## config.mk

```make
export PLATFORM = sky130hd
export DESIGN_NAME = interrupt_vector_resolver
export DESIGN_NICKNAME = d
export VERILOG_FILES = /design/src/rtl/ivr_pkg.sv /design/src/rtl/interrupt_vector_resolver.sv
export VERILOG_INCLUDE_DIRS = /design/src /design/src/rtl
export SDC_FILE = /design/constraint.sdc
export NUM_CORES = 1
export LEC_CHECK = 0
export BUFFER_PORTS_ARGS = -buffer_cell sky130_fd_sc_hd__buf_2
export CORE_ASPECT_RATIO = 1.2
export CORE_UTILIZATION = 30
export DETAILED_ROUTE_END_ITERATION = 10
export HOLD_SLACK_MARGIN = 0.08
export PLACE_DENSITY = 0.45
export SETUP_SLACK_MARGIN = 0.1
export SLEW_MARGIN = 40
export SYNTH_ARGS = -nofsm -noshare
export SYNTH_HDL_FRONTEND = slang
export SYNTH_SLANG_ARGS = --single-unit
```

## constraint.sdc

```tcl
create_clock -name clk_i -period 131.5 [get_ports clk_i]
set_input_delay 13.15 -clock clk_i [delete_from_list [all_inputs] [get_ports clk_i]]
set_output_delay 13.15 -clock clk_i [all_outputs]
set_load 0.01 [all_outputs]
```

## src/rtl/ivr_map.svh

```systemverilog
// Offsets, field positions, reset values and fixed addresses of the vector resolver.
// Assumes inclusion by the resolver module only.
`ifndef IVR_MAP_SVH
`define IVR_MAP_SVH

// Fixed vector entries, each the low byte address of a four-byte entry.
`define IVR_FIX_UND 20'hfffdc
`define IVR_FIX_INTO 20'hfffe0
`define IVR_FIX_BRK 20'hfffe4
`define IVR_FIX_AMATCH 20'hfffe8
`define IVR_FIX_SSTEP 20'hfffec
`define IVR_FIX_WDT 20'hffff0
`define IVR_FIX_DBC 20'hffff4
`define IVR_FIX_NMI 20'hffff8
`define IVR_FIX_RESET 20'hffffc

// Variable table: 64 entries of four bytes after the table base.
`define IVR_NUM_SRC 64
`define IVR_BRK_NUM 6'h00
`define IVR_MASKABLE_SET 64'h001fffff_99fffdf2
`define IVR_FIRST_SOFT_ONLY 6'h35
`define IVR_FIRST_NO_STACK_SWAP 6'h20
`define IVR_ERASED_BYTE 8'hff

// Wishbone word offsets (byte address bits 9:2).
`define IVR_REG_TABLE_BASE 8'h00
`define IVR_REG_FLAG_WORD 8'h01
`define IVR_REG_SPECIAL 8'h02
`define IVR_REG_STATUS 8'h03
`define IVR_REG_SAVED_FLAG 8'h04
`define IVR_REG_CTL_FIRST 8'h40

// Per-source control register fields.
`define IVR_CTL_LVL_LSB 0
`define IVR_CTL_REQ_BIT 3

// Processor flag word fields.
`define IVR_FLG_D_BIT 2
`define IVR_FLG_I_BIT 6
`define IVR_FLG_U_BIT 7
`define IVR_FLG_IPL_LSB 12
`define IVR_FLG_RESET 16'h0000
`define IVR_BASE_RESET 20'h00000
`define IVR_HW_LEVEL 3'h7

// Special source pending bits.
`define IVR_SP_AMATCH 0
`define IVR_SP_SSTEP 1
`define IVR_SP_WDT 2
`define IVR_SP_DBC 3
`define IVR_SP_NMI 4
`define IVR_SP_RESET 5
`define IVR_SP_RESET_VAL 6'h20

`endif

```

## src/rtl/ivr_pkg.sv

```systemverilog
// Types shared by the interrupt vector resolver and its surroundings.
// Assumes the map header for field values.
package ivr_pkg;

    typedef enum logic [0:0] {
        ST_IDLE = 1'b0,
        ST_FETCH = 1'b1
    } state_t;

    typedef enum logic [3:0] {
        SRC_RESET = 4'h0,
        SRC_NMI = 4'h1,
        SRC_DBC = 4'h2,
        SRC_WDT = 4'h3,
        SRC_SSTEP = 4'h4,
        SRC_AMATCH = 4'h5,
        SRC_UND = 4'h6,
        SRC_INTO = 4'h7,
        SRC_BRK = 4'h8,
        SRC_SWINT = 4'h9,
        SRC_PERIPH = 4'ha
    } src_t;

    typedef enum logic [1:0] {
        TRAP_UND = 2'h0,
        TRAP_INTO = 2'h1,
        TRAP_BRK = 2'h2,
        TRAP_INT = 2'h3
    } trap_kind_t;

    typedef struct packed {
        logic valid;
        trap_kind_t kind;
        logic [5:0] number;
    } trap_t;

    typedef struct packed {
        logic req;
        logic [2:0] lvl;
    } ctl_t;

    typedef struct packed {
        logic valid;
        logic [19:0] addr;
        src_t kind;
        logic [5:0] number;
        logic [2:0] level;
        logic [15:0] saved_flag;
    } branch_t;

    typedef struct packed {
        logic rd;
        logic [19:0] addr;
    } vec_req_t;

endpackage

```

## src/rtl/interrupt_vector_resolver.sv

```systemverilog
// Interrupt vector resolver: arbitrates sources, fetches the vector and hands a branch to the CPU.
// Assumes a byte-wide vector memory port, a Wishbone classic master and the CPU on clk_i.
//
// Local design decisions: the register offsets and register access over Wishbone.
`timescale 1ns/1ns
`include "ivr_map.svh"

module interrupt_vector_resolver (
    input wire logic clk_i,
    input wire logic rst_i,
    input wire logic wb_cyc_i,
    input wire logic wb_stb_i,
    input wire logic wb_we_i,
    input wire logic [9:0] wb_adr_i,
    input wire logic [3:0] wb_sel_i,
    input wire logic [31:0] wb_dat_i,
    output logic [31:0] wb_dat_o,
    output logic wb_ack_o,
    input wire logic [63:0] src_evt_i,
    input wire logic address_match_i,
    input wire logic single_step_i,
    input wire logic watchdog_i,
    input wire logic debugger_break_source_i,
    input wire logic nmi_pin_i,
    input wire ivr_pkg::trap_t trap_i,
    input wire logic cpu_ready_i,
    output ivr_pkg::vec_req_t vec_req_o,
    input wire logic [7:0] vec_data_i,
    input wire logic vec_ack_i,
    output ivr_pkg::branch_t branch_o
);

    typedef struct packed {
        ivr_pkg::state_t st;
        ivr_pkg::ctl_t [63:0] ctl;
        logic [19:0] vector_table_base;
        logic [15:0] processor_flag_word;
        logic [15:0] saved_flag;
        logic am_en;
        logic [5:0] spec_pend;
        ivr_pkg::trap_t trap;
        ivr_pkg::src_t cur_kind;
        logic [5:0] cur_num;
        logic [2:0] cur_lvl;
        logic redir;
        logic [1:0] cnt;
        logic [19:0] acc;
        ivr_pkg::vec_req_t vec;
        ivr_pkg::branch_t branch;
        logic ack;
        logic [31:0] dat;
    } state_all_t;

    state_all_t s_q;
    state_all_t s_d;

    // Byte-lane merge of a bus write into an existing word.
    function automatic logic [31:0] merge(input logic [31:0] old, input logic [31:0] wr,
                                          input logic [3:0] sel);
        logic [31:0] r;
        r = old;
        for (int b = 0; b < 4; b++) begin
            if (sel[b]) begin
                r[8*b +: 8] = wr[8*b +: 8];
            end
        end
        return r;
    endfunction

    // Variable table entry address.
    function automatic logic [19:0] var_entry(input logic [19:0] base, input logic [5:0] num);
        return base + {12'h000, num, 2'b00};
    endfunction

    function automatic logic [19:0] fixed_entry(input ivr_pkg::src_t k);
        logic [19:0] a;
        a = `IVR_FIX_RESET;
        unique case (k)
            ivr_pkg::SRC_UND: a = `IVR_FIX_UND;
            ivr_pkg::SRC_INTO: a = `IVR_FIX_INTO;
            ivr_pkg::SRC_BRK: a = `IVR_FIX_BRK;
            ivr_pkg::SRC_AMATCH: a = `IVR_FIX_AMATCH;
            ivr_pkg::SRC_SSTEP: a = `IVR_FIX_SSTEP;
            ivr_pkg::SRC_WDT: a = `IVR_FIX_WDT;
            ivr_pkg::SRC_DBC: a = `IVR_FIX_DBC;
            ivr_pkg::SRC_NMI: a = `IVR_FIX_NMI;
            default: a = `IVR_FIX_RESET;
        endcase
        return a;
    endfunction

    logic [63:0] maskable;
    logic bus_req;
    logic bus_wr;
    logic [7:0] widx;
    logic [63:0] hw_clr;
    logic [63:0] sw_clr;
    logic [5:0] sp_set;
    logic [5:0] sp_clr;
    logic [2:0] processor_priority_threshold;
    logic [2:0] best_lvl;
    logic [5:0] best_num;
    logic best_ok;
    logic take;
    logic [19:0] start;
    logic finish;
    logic [15:0] fw;
    logic [31:0] wtmp;

    assign maskable = `IVR_MASKABLE_SET;

    always_comb begin
        s_d = s_q;
        hw_clr = '0;
        sw_clr = '0;
        sp_clr = '0;
        take = 1'b0;
        start = '0;
        finish = 1'b0;
        fw = s_q.processor_flag_word;
        wtmp = '0;
        bus_req = wb_cyc_i && wb_stb_i;
        bus_wr = bus_req && wb_we_i && s_q.ack;
        widx = wb_adr_i[9:2];
        processor_priority_threshold = s_q.processor_flag_word[`IVR_FLG_IPL_LSB +: 3];

        // Classic Wishbone: answer one cycle after the request, drop ack the cycle after.
        s_d.ack = bus_req && !s_q.ack;
        s_d.dat = '0;
        if (bus_req && !s_q.ack && !wb_we_i) begin
            if (widx == `IVR_REG_TABLE_BASE) begin
                s_d.dat = {12'h000, s_q.vector_table_base};
            end else if (widx == `IVR_REG_FLAG_WORD) begin
                s_d.dat = {16'h0000, s_q.processor_flag_word};
            end else if (widx == `IVR_REG_SPECIAL) begin
                s_d.dat = {25'h0000000, s_q.spec_pend, s_q.am_en};
            end else if (widx == `IVR_REG_STATUS) begin
                s_d.dat = {20'h00000, s_q.cur_kind, s_q.cur_num, 1'b0, s_q.st};
            end else if (widx == `IVR_REG_SAVED_FLAG) begin
                s_d.dat = {16'h0000, s_q.saved_flag};
            end else if ((widx & 8'hc0) == `IVR_REG_CTL_FIRST && maskable[widx[5:0]]) begin
                s_d.dat = {28'h0000000, s_q.ctl[widx[5:0]]};
            end
        end

        // Register writes take effect at the edge that drops ack, one cycle after the edge that raises it.
        if (bus_wr) begin
            if (widx == `IVR_REG_TABLE_BASE) begin
                wtmp = merge({12'h000, s_q.vector_table_base}, wb_dat_i, wb_sel_i);
                s_d.vector_table_base = wtmp[19:0];
            end else if (widx == `IVR_REG_FLAG_WORD) begin
                wtmp = merge({16'h0000, s_q.processor_flag_word}, wb_dat_i, wb_sel_i);
                fw = wtmp[15:0];
            end else if (widx == `IVR_REG_SPECIAL && wb_sel_i[0]) begin
                s_d.am_en = wb_dat_i[0];
            end else if ((widx & 8'hc0) == `IVR_REG_CTL_FIRST && maskable[widx[5:0]]
                    && wb_sel_i[0]) begin
                s_d.ctl[widx[5:0]].lvl = wb_dat_i[`IVR_CTL_LVL_LSB +: 3];
                sw_clr[widx[5:0]] = !wb_dat_i[`IVR_CTL_REQ_BIT];
            end
        end

        // Special pending bits: the non-maskable pin and the debugger, watchdog, single-step and address-match sources.
        sp_set = '0;
        sp_set[`IVR_SP_AMATCH] = address_match_i && s_q.am_en;
        sp_set[`IVR_SP_SSTEP] = single_step_i;
        sp_set[`IVR_SP_WDT] = watchdog_i;
        sp_set[`IVR_SP_DBC] = debugger_break_source_i;
        sp_set[`IVR_SP_NMI] = nmi_pin_i;

        if (trap_i.valid && !s_q.trap.valid) begin
            s_d.trap = trap_i;
        end

        // Maskable arbitration: highest level above threshold, lowest number on a tie.
        best_lvl = processor_priority_threshold;
        best_num = '0;
        best_ok = 1'b0;
        for (int n = 0; n < `IVR_NUM_SRC; n++) begin
            if (maskable[n] && s_q.ctl[n].req && s_q.ctl[n].lvl > best_lvl) begin
                best_lvl = s_q.ctl[n].lvl;
                best_num = n[5:0];
                best_ok = 1'b1;
            end
        end
        best_ok = best_ok && s_q.processor_flag_word[`IVR_FLG_I_BIT];

        // Acceptance at an instruction boundary; fixed sources first, in fixed order.
        if (s_q.st == ivr_pkg::ST_IDLE && cpu_ready_i) begin
            take = 1'b1;
            s_d.cur_lvl = `IVR_HW_LEVEL;
            s_d.cur_num = '0;
            if (s_q.spec_pend[`IVR_SP_RESET]) begin
                s_d.cur_kind = ivr_pkg::SRC_RESET;
                sp_clr[`IVR_SP_RESET] = 1'b1;
            end else if (s_q.spec_pend[`IVR_SP_NMI]) begin
                s_d.cur_kind = ivr_pkg::SRC_NMI;
                sp_clr[`IVR_SP_NMI] = 1'b1;
            end else if (s_q.spec_pend[`IVR_SP_DBC]) begin
                s_d.cur_kind = ivr_pkg::SRC_DBC;
                sp_clr[`IVR_SP_DBC] = 1'b1;
            end else if (s_q.spec_pend[`IVR_SP_WDT]) begin
                s_d.cur_kind = ivr_pkg::SRC_WDT;
                sp_clr[`IVR_SP_WDT] = 1'b1;
            end else if (s_q.spec_pend[`IVR_SP_SSTEP]) begin
                s_d.cur_kind = ivr_pkg::SRC_SSTEP;
                sp_clr[`IVR_SP_SSTEP] = 1'b1;
            end else if (s_q.spec_pend[`IVR_SP_AMATCH]) begin
                s_d.cur_kind = ivr_pkg::SRC_AMATCH;
                sp_clr[`IVR_SP_AMATCH] = 1'b1;
            end else if (s_q.trap.valid) begin
                // Instruction traps keep the current threshold.
                s_d.cur_lvl = processor_priority_threshold;
                s_d.cur_num = s_q.trap.number;
                s_d.trap.valid = 1'b0;
                unique case (s_q.trap.kind)
                    ivr_pkg::TRAP_UND: s_d.cur_kind = ivr_pkg::SRC_UND;
                    ivr_pkg::TRAP_INTO: s_d.cur_kind = ivr_pkg::SRC_INTO;
                    ivr_pkg::TRAP_BRK: s_d.cur_kind = ivr_pkg::SRC_BRK;
                    ivr_pkg::TRAP_INT: s_d.cur_kind = ivr_pkg::SRC_SWINT;
                endcase
            end else if (best_ok) begin
                s_d.cur_kind = ivr_pkg::SRC_PERIPH;
                s_d.cur_num = best_num;
                s_d.cur_lvl = best_lvl;
            end else begin
                take = 1'b0;
            end
        end

        if (take) begin
            if (s_d.cur_kind == ivr_pkg::SRC_SWINT || s_d.cur_kind == ivr_pkg::SRC_PERIPH) begin
                start = var_entry(s_q.vector_table_base, s_d.cur_num);
            end else begin
                start = fixed_entry(s_d.cur_kind);
            end
            s_d.st = ivr_pkg::ST_FETCH;
            s_d.redir = 1'b0;
            s_d.cnt = '0;
            s_d.acc = '0;
            s_d.vec.rd = 1'b1;
            s_d.vec.addr = start;
        end

        // Four byte reads, low address first.
        if (s_q.st == ivr_pkg::ST_FETCH && vec_ack_i) begin
            unique case (s_q.cnt)
                2'd0: s_d.acc[7:0] = vec_data_i;
                2'd1: s_d.acc[15:8] = vec_data_i;
                2'd2: s_d.acc[19:16] = vec_data_i[3:0];
                2'd3: s_d.acc = s_q.acc;
            endcase
            if (s_q.cnt == 2'd0 && s_q.cur_kind == ivr_pkg::SRC_BRK && !s_q.redir
                    && vec_data_i == `IVR_ERASED_BYTE) begin
                s_d.redir = 1'b1;
                s_d.vec.addr = var_entry(s_q.vector_table_base, `IVR_BRK_NUM);
            end else if (s_q.cnt == 2'd3) begin
                finish = 1'b1;
            end else begin
                s_d.cnt = s_q.cnt + 2'd1;
                s_d.vec.addr = s_q.vec.addr + 20'h00001;
            end
        end

        s_d.branch.valid = 1'b0;
        if (finish) begin
            s_d.st = ivr_pkg::ST_IDLE;
            s_d.vec.rd = 1'b0;
            s_d.branch.valid = 1'b1;
            s_d.branch.addr = s_d.acc;
            s_d.branch.kind = s_q.cur_kind;
            s_d.branch.number = s_q.cur_num;
            s_d.branch.level = s_q.cur_lvl;
            s_d.branch.saved_flag = fw;
            s_d.saved_flag = fw;
            fw[`IVR_FLG_I_BIT] = 1'b0;
            fw[`IVR_FLG_D_BIT] = 1'b0;
            if (!(s_q.cur_kind == ivr_pkg::SRC_SWINT && s_q.cur_num >= `IVR_FIRST_NO_STACK_SWAP)) begin
                fw[`IVR_FLG_U_BIT] = 1'b0;
            end
            fw[`IVR_FLG_IPL_LSB +: 3] = s_q.cur_lvl;
            if (s_q.cur_kind == ivr_pkg::SRC_PERIPH) begin
                hw_clr[s_q.cur_num] = 1'b1;
            end
        end
        s_d.processor_flag_word = fw;

        // A new event beats a clear in the same cycle.
        for (int n = 0; n < `IVR_NUM_SRC; n++) begin
            s_d.ctl[n].req = maskable[n] && ((s_q.ctl[n].req && !hw_clr[n] && !sw_clr[n])
                             || src_evt_i[n]);
        end
        s_d.spec_pend = (s_q.spec_pend & ~sp_clr) | sp_set;
    end

    always_ff @(posedge clk_i) begin
        if (rst_i) begin
            s_q <= '0;
            s_q.vector_table_base <= `IVR_BASE_RESET;
            s_q.processor_flag_word <= `IVR_FLG_RESET;
            s_q.spec_pend <= `IVR_SP_RESET_VAL;
            s_q.st <= ivr_pkg::ST_IDLE;
        end else begin
            s_q <= s_d;
        end
    end

    assign wb_ack_o = s_q.ack;
    assign wb_dat_o = s_q.dat;
    assign vec_req_o = s_q.vec;
    assign branch_o = s_q.branch;

endmodule

```

==> summary.md <==
| Metric | Value |
|---|---|
| Status | completed |
| Most frequent cells in the layout | nand2_1, dfxtp_1, nor2_1, a21oi_1, nand3_1 |
| R2r setup slk | 63.53 ns |
| Clock latency on the worst-skew pair | 0.63 ns |
| HP Start | branch_o[26] |
| Synth unique cells | 110 |
| Hold depth | 2 |
| Max transition margin | 0.4255 |
| Initial Util | 0.3027 |
| Row cnt | 118 |
| Congestion Overflow GR | 0 |
| YS warnings | 0 |
| Resized cells post-CTS | 0 |
| Setup crit end | vec_req_o[16] |
| Fin util | 0.3403 |
| Peak VDD IR | 0.008854 mV |
| Leakage Power | about 0.010 µW |
| Setup slack at placement | 63.86 ns |
| Number of I/O pins | 243 |
| Initial antenna violation count | 7 |
| CP max-delay cell | or4b_2 |
| Clk slew on worst S/H paths | 0.06 ns |
| Routability congestion estimate | a little over 0.9 |
| H-tree level count | 2 |
| Total Power | 315.1 µW |
| DRT Wirelength | approximately 110,000 µm |
| Share of cells above drive strength 1 | 0.1297 |
| Crit path largest cell delay | 0.68 ns |
| Vias | approximately 26,000 |
| GR Util met3 | 0.03307 |
| Post-route minimum period | a little under 70 ns |
| Total GRT Usage | 0.2410 |
| Synth Flop Type | dfxtp_1 |
| Crit end category | flop |
| Final ANT Viol Nets | 0 |
| Hold buffer count at cts | 0 |
| Worst setup path startpoint | processor_priority_threshold[1] |
| Final nets | 3,736 |
| Num CTS Buffers | 50 |
| Die height | roughly 330 µm |
| RSZ-0062 raised after global routing | false |
| Met1 Resource Use GR | 0.3089 |
| Post-CTS setup buffers | 0 |
| Setup TNS | 0 ns |
| First-pass GRT wire length | between 150,000 and 200,000 µm |
| Core Region | approximately 0.086 mm² |
| # fillers | 9,310 |
| Vias per cell | 5.599 |
| Port Buffers | just under 200 |
| Final worst slack | 63.53 ns |
| Multi-input gate area | 0.01593 mm² |
| Synth Cell Area | 0.02610 mm² |
| Avg Cell Area, Syn | 7.349 µm² |
| Initial DRC count | between 2,000 and 2,500 |
| Seq/Total Area, Yosys | 0.3198 |
| Final instance count without filler cells | 4,711 |
| Root buf cell | clkbuf_16 |
| Layout area overhead | 12.40% |
| Final hold viol count | 0 |
| CTS max path bufs | 3 |
| Arrival @ worst endpoint | 68.51 ns |
| Sinks on Clock Net | 417 |
| Pins Over Slew Limit | 0 |
| Die W | approximately 270 µm |
| Vias in the first global route | 24,950 |
| Sequential cell area | ~0.0083 mm² |
| Leading cell type in the layout, fill and taps excluded | nand2_1 |
| Hold Path Class | reg2reg |
| Fmax achieved | ~15 MHz |
| Critical Path Fanout Max | 11 |
| Kind of critical path | reg2reg |
| DP HPWL | slightly below 80,000 µm |
| Avg WL per Cell | 23.28 µm |
| FFs w/ async S/R, synth | 0 |
| Drt pass-1 iters | 6 |
| Worst-Margin Slew | 0.8617 ns |
| WP data required | 132.03 ns |
| R2R Path Start | processor_priority_threshold[1] |
| CP dominant cell by count | nor2_1 |
| Period utilization | 0.5169 |
| #FFs+latches synth | 417 |
| Worst setup SP type | flop |
| Met2 Usage GRT | 0.4162 |
| Pwr/cell area | between 10 and 15 mW/mm² |
| Final setup fails | 0 |
| Clock Skew | about 0.023 ns |
| EDFF count, synth | 0 |
| Max_cap viols | 0 |
| Reg2reg end | vec_req_o[16] |
| Synthesized instance count | 3,552 |
| CTS tree | yes |
| Pin count of the biggest net entering global routing | 117 |
| Residual DRC count | 0 |
| Dpl cells | approximately 4,600 |
| Most crowded layer after global routing | met2 |
| Die area | 0.08820 mm² |
| R2R depth | 318 |
==> logic make-up (layout without fill, tap and decap cells) <==
logic type	after synthesis	in the layout	share of synthesized area
compound gates	1044	1044	0.2683
xor+xnor	32	32	0.01074
fa+ha+maj	80	80	0.03753
buf+inv	446	453	0.07976
flops	417	417	0.3198
mux	63	63	0.02512
other cells	1	13	0.0001437
simple gates	1469	1469	0.2586
==> power by group <==
part | leakage [µW] | total, µW | switching (µW) | internal (µW)
Combinational | 0.00616 | 27.8 | 19.1 | 8.68
Sequential | 0.00338 | 133 | 4.11 | 129
Clock | 0.000885 | 155 | 61.4 | 93.3
Total | 0.0104 | 315 | 84.6 | 231
==> sequential cells by signal, indices dropped and copies added, names as in the netlist <==
signal and cells:
s_q 323, branch_o 50, vec_req_o 20, wb_dat_o 20, processor_priority_threshold 3, wb_ack_o 1
==> Yosys cell counts (21+ instances only) <==
cell type  count  area share
mux2i_1       52       0.020
and3_1        41      0.0098
and2_1        31      0.0074
a22oi_1      148       0.043
clkbuf_1     204       0.029
or2_2         22      0.0053
dfxtp_1      417        0.32
nand4_1       38      0.0091
inv_1        111       0.016
nor2b_1       56       0.013
a31oi_1       88       0.021
o21a_1        26      0.0075
a221oi_1      21      0.0070
a21o_1        25      0.0072
a21oi_1      343       0.066
nor2_1       358       0.051
o21ai_0      107       0.021
ha_1          66       0.032
buf_4        104       0.030
nor3_1        50      0.0096
nand3_1      245       0.047
nand2b_1      21      0.0050
nand2_1      524       0.075
o31ai_1       21      0.0060
a211oi_1      54       0.016
==> metrics by stage <==
step	hold WS (ns)	area (µm²)
after global placement	0.4413	27420
after detailed placement	0.4456	27510
final	0.4513	29340
after CTS	0.4549	29310
after floorplan	0.4360	26140
after global routing	0.4733	29340
==> worst max-delay path, delay by kind of cell (launching register included) <==
kind / cells / cell delay (ns)
compound gates: 112 / 26.30
simple gates: 121 / 18.13
fa+ha+maj: 59 / 16.83
mux: 14 / 4.65
buf+inv: 11 / 1.12
flops: 1 / 0.60
xor+xnor: 1 / 0.21
==> area by class of cell <==
| type | count | share of cell area |
|---|---|---|
| repair buffers | 249 | 0.04802 |
| multi-input cells | 2700 | 0.5428 |
| clock inverters | 27 | 0.01356 |
| flip-flops and latches | 417 | 0.2846 |
| clock buffers | 65 | 0.04798 |
| well taps | 1140 | 0.04862 |
| inverters | 112 | 0.01433 |
| diodes | 1 | 0.00008530 |
==> how the worst min path moves through the flow <==
stage                    to
6_report       branch_o[26]
5_1_grt            s_q[314]
4_1_cts        branch_o[26]
3_5_place_dp   branch_o[26]
3_3_place_gp   branch_o[23]
2_1_floorplan      s_q[217]
==> routing by layer <==
layer	routed length, µm	vias up	share of wire
met5	85	-	0.00078
met4	3239	14	0.030
met3	5900	155	0.054
met2	52800	810	0.48
met1	47630	12690	0.43
li1	-	12710	-
Power figures use the tool's default switching activity.
